## src/rtl/ram_ctrl_regs.svh

```systemverilog
`ifndef RAM_CTRL_REGS_SVH
`define RAM_CTRL_REGS_SVH

`define CLK_PERIOD_NS 20
// read delay: address access 45 ns (slow grade 60 ns)
`define T_ACCESS_NS 60
`define ACCESS_CYC ((`T_ACCESS_NS + `CLK_PERIOD_NS - 1) / `CLK_PERIOD_NS)
// write pulse: 30 ns (slow grade 40 ns)
`define T_WPULSE_NS 40
`define WPULSE_CYC ((`T_WPULSE_NS + `CLK_PERIOD_NS - 1) / `CLK_PERIOD_NS)
// setup of address/data/select ahead of strobe: 15 ns worst
`define T_SETUP_NS 15
`define SETUP_CYC ((`T_SETUP_NS + `CLK_PERIOD_NS - 1) / `CLK_PERIOD_NS)
// hold/recovery after strobe: 50 ns worst
`define T_RECOV_NS 50
`define RECOV_CYC ((`T_RECOV_NS + `CLK_PERIOD_NS - 1) / `CLK_PERIOD_NS)
`define ADDR_W 10
`define SEL_W 2
`define CNT_W 3

`endif

```

## src/rtl/ram_ctrl_pkg.sv

```systemverilog
package ram_ctrl_pkg;
  `include "ram_ctrl_regs.svh"

  typedef enum logic [2:0]
  {
    ST_IDLE = 3'b000,
    ST_SETUP = 3'b001,
    ST_STROBE = 3'b011,
    ST_RECOV = 3'b010
  } phase_e;

  typedef struct packed
  {
    logic write;
    logic [`SEL_W-1:0] bank;
    logic [`ADDR_W-1:0] word_address;
    logic data;
  } req_s;

  typedef struct packed
  {
    logic [`ADDR_W-1:0] word_address;
    logic data_in;
    logic write_strobe_n;
    logic [(1<<`SEL_W)-1:0] array_select_n;
  } pins_s;
endpackage

```

## src/rtl/ram_host_ctrl.sv

```systemverilog
`timescale 1ns/1ps
`include "ram_ctrl_regs.svh"

module ram_host_ctrl
  import ram_ctrl_pkg::*;
(
  input wire logic mclk,
  input wire logic nrst,
  input wire logic req_valid,
  output logic req_ready,
  input wire req_s req,
  output logic rsp_valid,
  output logic rsp_data,
  output pins_s pins,
  input wire logic data_out_node
);

  // ==========================================================
  // reset release
  logic [1:0] rst_sync_r;
  logic rst_n;

  always_ff @(posedge mclk or negedge nrst)
  begin
    if (!nrst)
      rst_sync_r <= 2'b00;
    else
      rst_sync_r <= {rst_sync_r[0], 1'b1};
  end
  assign rst_n = rst_sync_r[1];

  // ==========================================================
  // one-hot low-active select from the upper address bits
  function automatic logic [(1<<`SEL_W)-1:0] bank_select_n(input logic [`SEL_W-1:0] bank);
    logic [(1<<`SEL_W)-1:0] sel;
    sel = '1;
    sel[bank] = 1'b0;
    return sel;
  endfunction

  // shared by every timed phase so all of them count down the same way
  function automatic logic [`CNT_W-1:0] count_down(input logic [`CNT_W-1:0] cnt);
    return cnt - 3'h1;
  endfunction

  // length of each timed phase, minus one since the counter stops at zero
  function automatic logic [`CNT_W-1:0] phase_len(input phase_e ph, input logic write);
    logic [`CNT_W-1:0] len;
    len = 3'h0;
    case (ph)
      ST_SETUP: len = 3'(`SETUP_CYC - 1);
      ST_STROBE: len = write ? 3'(`WPULSE_CYC - 1) : 3'(`ACCESS_CYC - 1);
      ST_RECOV: len = 3'(`RECOV_CYC - 1);
      default: len = 3'h0;
    endcase
    return len;
  endfunction

  // ==========================================================
  // sequencer
  phase_e state_r;
  phase_e state_nxt;
  logic [`CNT_W-1:0] cnt_r;
  logic [`CNT_W-1:0] cnt_nxt;
  req_s cur_r;
  req_s next_req;
  logic take;
  logic last;

  assign last = (cnt_r == 3'h0);
  assign req_ready = (state_r == ST_IDLE);
  assign take = req_valid && req_ready;

  // the pins load from the request in the cycle it is taken, so address,
  // data and select lead the falling strobe by a whole clock
  assign next_req = take ? req : cur_r;

  always_comb
  begin
    state_nxt = state_r;
    cnt_nxt = cnt_r;
    unique case (state_r)
      ST_IDLE:
        if (take)
        begin
          state_nxt = ST_SETUP;
          cnt_nxt = phase_len(ST_SETUP, req.write);
        end
      ST_SETUP:
        if (last)
        begin
          state_nxt = ST_STROBE;
          cnt_nxt = phase_len(ST_STROBE, cur_r.write);
        end
        else
          cnt_nxt = count_down(cnt_r);
      ST_STROBE:
        if (last)
        begin
          state_nxt = ST_RECOV;
          cnt_nxt = phase_len(ST_RECOV, cur_r.write);
        end
        else
          cnt_nxt = count_down(cnt_r);
      ST_RECOV:
        if (last)
          state_nxt = ST_IDLE;
        else
          cnt_nxt = count_down(cnt_r);
      default:
        state_nxt = ST_IDLE;
    endcase
  end

  always_ff @(posedge mclk or negedge rst_n)
  begin
    if (!rst_n)
      state_r <= ST_IDLE;
    else
      state_r <= state_nxt;
  end

  always_ff @(posedge mclk or negedge rst_n)
  begin
    if (!rst_n)
      cnt_r <= 3'h0;
    else
      cnt_r <= cnt_nxt;
  end

  // address and data stay stable across setup, strobe and hold
  always_ff @(posedge mclk or negedge rst_n)
  begin
    if (!rst_n)
      cur_r <= '0;
    else if (take)
      cur_r <= req;
  end

  // ==========================================================
  // pins
  logic [`ADDR_W-1:0] addr_r;
  logic din_r;
  logic strobe_n_r;
  logic [(1<<`SEL_W)-1:0] select_n_r;
  logic strobe_n_nxt;
  logic [(1<<`SEL_W)-1:0] select_n_nxt;

  // strobe only inside the select window, so setup and hold stay clean
  assign strobe_n_nxt = !(state_nxt == ST_STROBE && next_req.write);
  // only one bank selected at a time keeps the wired-AND node unambiguous
  assign select_n_nxt = (state_nxt == ST_IDLE) ? '1
                        : bank_select_n(next_req.bank);

  always_ff @(posedge mclk or negedge rst_n)
  begin
    if (!rst_n)
      addr_r <= '0;
    else
      addr_r <= next_req.word_address;
  end

  always_ff @(posedge mclk or negedge rst_n)
  begin
    if (!rst_n)
      din_r <= 1'b0;
    else
      din_r <= next_req.data;
  end

  always_ff @(posedge mclk or negedge rst_n)
  begin
    if (!rst_n)
      strobe_n_r <= 1'b1;
    else
      strobe_n_r <= strobe_n_nxt;
  end

  always_ff @(posedge mclk or negedge rst_n)
  begin
    if (!rst_n)
      select_n_r <= '1;
    else
      select_n_r <= select_n_nxt;
  end

  // flops straight to the pins, no gate between them and the devices
  assign pins = '{
    word_address: addr_r,
    data_in: din_r,
    write_strobe_n: strobe_n_r,
    array_select_n: select_n_r
  };

  // ==========================================================
  // read capture at the last access cycle; the node is true data and the
  // pull-up leaves it high whenever no selected device pulls it low
  logic sample;

  assign sample = (state_r == ST_STROBE) && last && !cur_r.write;

  always_ff @(posedge mclk or negedge rst_n)
  begin
    if (!rst_n)
      rsp_valid <= 1'b0;
    else
      rsp_valid <= sample;
  end

  always_ff @(posedge mclk or negedge rst_n)
  begin
    if (!rst_n)
      rsp_data <= 1'b0;
    else if (sample)
      rsp_data <= data_out_node;
  end

endmodule

```

## config.mk

```make
export PLATFORM = sky130hd
export DESIGN_NAME = ram_host_ctrl
export DESIGN_NICKNAME = d
export VERILOG_FILES = /design/src/rtl/ram_ctrl_pkg.sv /design/src/rtl/ram_host_ctrl.sv
export VERILOG_INCLUDE_DIRS = /design/src /design/src/rtl
export SDC_FILE = /design/constraint.sdc
export NUM_CORES = 1
export LEC_CHECK = 0
export ABC_AREA = 1
export BUFFER_PORTS_ARGS = -buffer_cell sky130_fd_sc_hd__buf_2
export CORE_AREA = 5 5 67 69
export CTS_CLUSTER_SIZE = 14
export DETAILED_ROUTE_END_ITERATION = 10
export DIE_AREA = 0 0 72 74
export GPL_ROUTABILITY_DRIVEN = 0
export GPL_TIMING_DRIVEN = 0
export PLACE_DENSITY_LB_ADDON = 0.3
export SYNTH_ARGS = -nofsm -noshare
export SYNTH_HDL_FRONTEND = slang
export SYNTH_SLANG_ARGS = --single-unit
```

## constraint.sdc

```tcl
create_clock -name mclk -period 1.69 [get_ports mclk]
set_clock_uncertainty 0.1 [all_clocks]
set_input_delay 0.2535 -clock mclk [delete_from_list [all_inputs] [get_ports mclk]]
set_output_delay 0.2535 -clock mclk [all_outputs]
set_load 0.005 [all_outputs]
```

# Word-level counts from Yosys, hierarchy flattened
# Index checks and enable logic that the tools add are counted.
# word_totals
inputBits	18
wordCells	48
out_inout_bits	19
regBits	29
# op_classes
add_sub_neg	1
bitwise_logic	1
mux	15
reduce_logical	12
eq_ne	6
order_cmp	2
# op_table
operator	count
2-to-1 mux 3 bit	8
one-hot mux 3 bit (4 select lines)	2
2-to-1 mux 14 bit	1
== test 3 x 2 -> 1 bit (second input constant)	3
logical NOT 3 bit	3
logical AND 1 bit	5
2-to-1 mux 4 bit	1
inverter 4 bit	1
nonzero test 4 bit	1
== test 3 x 1 -> 1 bit (second input constant)	1
< comparator 2 x 3 -> 1 bit (second input constant)	1
AND reduction 3 bit	1
subtractor 3 x 1 -> 3 bit (second input constant)	1
demux 1 bit (select 2 bit)	1
greater-or-equal comparator 2 x 1 -> 1 bit (second input constant)	1
logical NOT 1 bit	2
2-to-1 mux 2 bit	1
inequality test 2 x 1 -> 1 bit (second input constant)	1
inequality test 2 bit (second input constant)	1
2-to-1 mux 1 bit	1

# Logic depth before layout (Yosys ltp)
# logic_depth
depth_word	9
ltp_mapped	10
depth_no_buf	10

# Worst setup path after synthesis
# OpenSTA, ideal clock, no wires.
# synth_timing
path_kind	register -> register
start	register cnt_r[0]
end	register cnt_r[2]
path_buffers	0
t_arrival_ns	1.212
path_slack_ns	0.265
period_less_slack_ns	1.425
setup_time_ns	0.113
path_stages_with_launch	10
required_ns	1.477
path_cell_list	dfrtp_1 inv_1 ha_1 inv_1 nor2_1 nand2_1 nand3_1 nand2_2 nand2_1 inv_1
# synth_via
elab_chain_cells	3
word_cells_on_any_way	8
classes_between	1 x add/sub; 1 x eq/ne; 4 x mux; 2 x reduce/logical
# synth_rtl
item	line	source
from (decl)	ram_host_ctrl.sv:63	logic [`CNT_W-1:0] cnt_r;
from (signal assigned)	ram_host_ctrl.sv:128	cnt_r <= cnt_nxt;
subtractor 3 x 1 -> 3 bit / logical NOT 3 bit (equally long branches)	ram_host_ctrl.sv:43, ram_host_ctrl.sv:70	
2-to-1 mux 3 bit (tied with other cells)	ram_host_ctrl.sv:106	if (last)
one-hot mux 3 bit (4 select lines) / AND reduction 3 bit (equally long branches)	-	
# Parallel ways exist; a longest one is shown, timed or not. The select of a mux whose other input is x is not followed.
# A chain may end at the register's enable or synchronous reset.

# Worst setup path after layout
# Same ends and word-level chain as after synthesis.

==> impl_results.md <==
- RSZ-0062 raised after global routing: false
- IO Port Bufs: 36
- Cell with the most instances after synthesis: nand2_1
- Worst setup EP type: flop
- Worst path arrival time: 1.61 ns
- Crit Path Max Fanout: 5
- Final WS setup: 0.1547 ns
- Overflow after GRT: 0
- Die width: 72 um
- IO Pins: 37
- Clock Latency Late Sink: 0.28 ns
- Status: finished, final reports clean
- R2R setup slack: 0.15 ns
- Endpoints failing hold: 0
- DRT Wirelength: 2715 um
- First-pass GRT wire length: 4554 um
- Pleak: 0.0009795 uW
- Yosys warning total: 0
- Antenna violations before repair: 0
- Synthesized area per cell: 8.992 um2
- Power density cells: 1561 nW/um2
- Synth area leaders: dfrtp_1 41%, nand2_1 9.9%, dfstp_2 9.1%
- Actual slew at the worst max-slew pin: 1.080 ns
- Max cap viols: 0
- Seq/Total Area, Yosys: 50.56%
- Combinational family with the most area after synthesis: simple AND/OR/NAND/NOR gates
- Finish-stage setup viols: 0
- Cells after synthesis: 161
- Fmax: 0.6513 GHz
- CTS root buffer: clkbuf_8
- Dpl hpwl: 2078 um
- Via/cell ratio: 4.250
- Slew Limit Fails: 0
- Layout cell share with drive strength beyond 1: 43.20%
- Synth Area in Simple Gates: 21.69%
- Post-synthesis cell type count: 23
- Compound-Gate Fraction of Synth Area: 9.162%
- Clock Tree Buf Depth: 2
- Post-CTS setup buffers: 0
- Post-synth EDFFs: 0
- CP required: 1.77 ns
- DR iter-0 viols: 11
- Row count: 23
- Drt wl/cell: 10.61 um
- Via count: 1088
- Layout net count: 225
- Total core area: 3856 um2
- Pin count of the biggest net entering global routing: 28
- Peak supply drop: 612.9 uV
- Chip Height: 74 um
- Clock-pin slew on the worst setup and hold paths: 0.06 ns
- Area delta synth->final: 24.63%
- Hold Crit Class: in -> reg
- Async SR Flop Fraction: 100.0%
- DP Worst Slack: 0.06284 ns
- Final Cycle Share: 90.85%
- Commonest cells in the netlist: 38 x nand2_1, 24 x dfrtp_1, 22 x inv_1, 13 x nand3_1, 12 x buf_4
- CTS tree: built
- #FFs+latches synth: 29
- Die ar.: 5328 um2
- Vias in the first global route: 1080
- Mapped cell area: 1448 um2
- DR pass1 iterations: 3
- Post-synth net total: 181
- CTS sink cnt: 29
- Adder-cell share of the synthesized area: 1.729%
- Total Neg Setup Slack: 0 ns
- Slew HR: 28.01%
- H-tree depth: 2
- ANT cells: 0
- Min Tclk post-route: 1.535 ns
- Post-DRT Antenna Nets: 0
- Post-synth top area cell: dfrtp_1
- Xor and xnor area share after synthesis: 0%
- Final Core Density: 46.79%
- TritonCTS Buffers: 5
- CP Class: reg -> reg
- Post-synthesis mux area share: 0%
- Post-synth top area share: 41.49%
- Tot GR Track Use: 11.25%
- Top_reg_cell synth: dfrtp_1
- Residual DRC: 0
- Worst Setup Start Kind: flop
- Initial core utilization: 37.54%
per-layer routing:
layer	up-vias	track usage (%)	wire, um
li1	568	-	-
met5	-	0	0
met2	19	19.29	1375
met3	6	4.459	146
met1	495	12.39	1144
met4	0	5.010	49
worst max-delay path, cell delays in order, from the launching register on:
cell and delay, ns:
dfrtp_1 0.40, inv_1 0.10, ha_1 0.21, inv_1 0.06, nor2_2 0.17, nand2_1 0.12, nand3_1 0.12, nand2_2 0.05
nand2_1 0.06, inv_1 0.03
layout by cell type, fill, tap and decap left out, drive strengths merged:
cell type / Yosys / layout
a21oi: 4 / 4
buf: 16 / 52
clkbuf: 0 / 7
clkinv: 0 / 1
conb: 2 / 2
dfrtp: 24 / 24
dfstp: 5 / 5
dlygate4sd3: 0 / 1
ha: 2 / 2
inv: 27 / 27
nand2: 40 / 40
nand3: 14 / 14
nor2: 9 / 9
nor3: 3 / 3
o21ai: 15 / 15
kinds of logic (layout without fill, tap and decap cells):
family / count (synthesis) / after routing
buf+inv: 43 / 88
compound gates: 19 / 19
flops: 29 / 29
fa+ha+maj: 2 / 2
other cells: 2 / 2
simple gates: 66 / 66
timing repair:
item | in CTS | in global routing
resized for setup | 0 | 1
hold buffers | 1 | 0
hold endpoints to repair | 2 | 0
endpoints found under the setup margin | 0 | 4
flip-flops by register name, indices dropped and copies added, names as in the netlist:
signal,cells
cur_r,3
addr_r,10
din_r,1
rsp_data,1
rst_sync_r,2
strobe_n_r,1
rsp_valid,1
state_r,3
select_n_r,4
cnt_r,3
layout make-up:
| class | count | area [um2] |
|---|---|---|
| Buffer | 16 | 135.1 |
| Clock buffer | 7 | 96.34 |
| Clock inverter | 1 | 5.005 |
| Fill cell | 402 | 2052 |
| Inverter | 27 | 101.3 |
| Multi-Input combinational cell | 89 | 481.7 |
| Sequential cell | 29 | 732.0 |
| Tap cell | 50 | 62.56 |
| Timing Repair Buffer | 37 | 190.2 |
through the flow:
| step | power [uW] | instance area [um2] | hold slack [ns] | cells |
|---|---|---|---|---|
| floorplan | 1887 | 1448 | -0.1421 | 161 |
| global placement | 2193 | 1690 | -0.05952 | 247 |
| detailed placement | 2206 | 1690 | -0.05726 | 247 |
| CTS | 2859 | 1802 | 0.06729 | 256 |
| global route | 3071 | 1804 | 0.07881 | 256 |
| finish | 2817 | 1804 | 0.07367 | 256 |
final timing paths:
path | to | startpoint | cells after the start
min | rsp_data | data_out_node | 3
max reg2reg | cnt_r[2] | cnt_r[0] | 9
max in group asynchronous | addr_r[2] | rst_sync_r[1] | 0
min in group asynchronous | rst_sync_r[0] | nrst | 2
max | cnt_r[2] | cnt_r[0] | 9
min reg2reg | rst_sync_r[1] | rst_sync_r[0] | 0
power by group:
part | internal [uW] | total, uW | switching, uW
registers | 935 | 1070 | 137
logic | 536 | 1110 | 578
clock network | 367 | 630 | 263
total | 1840 | 2820 | 978
Power figures use the tool's default switching activity.
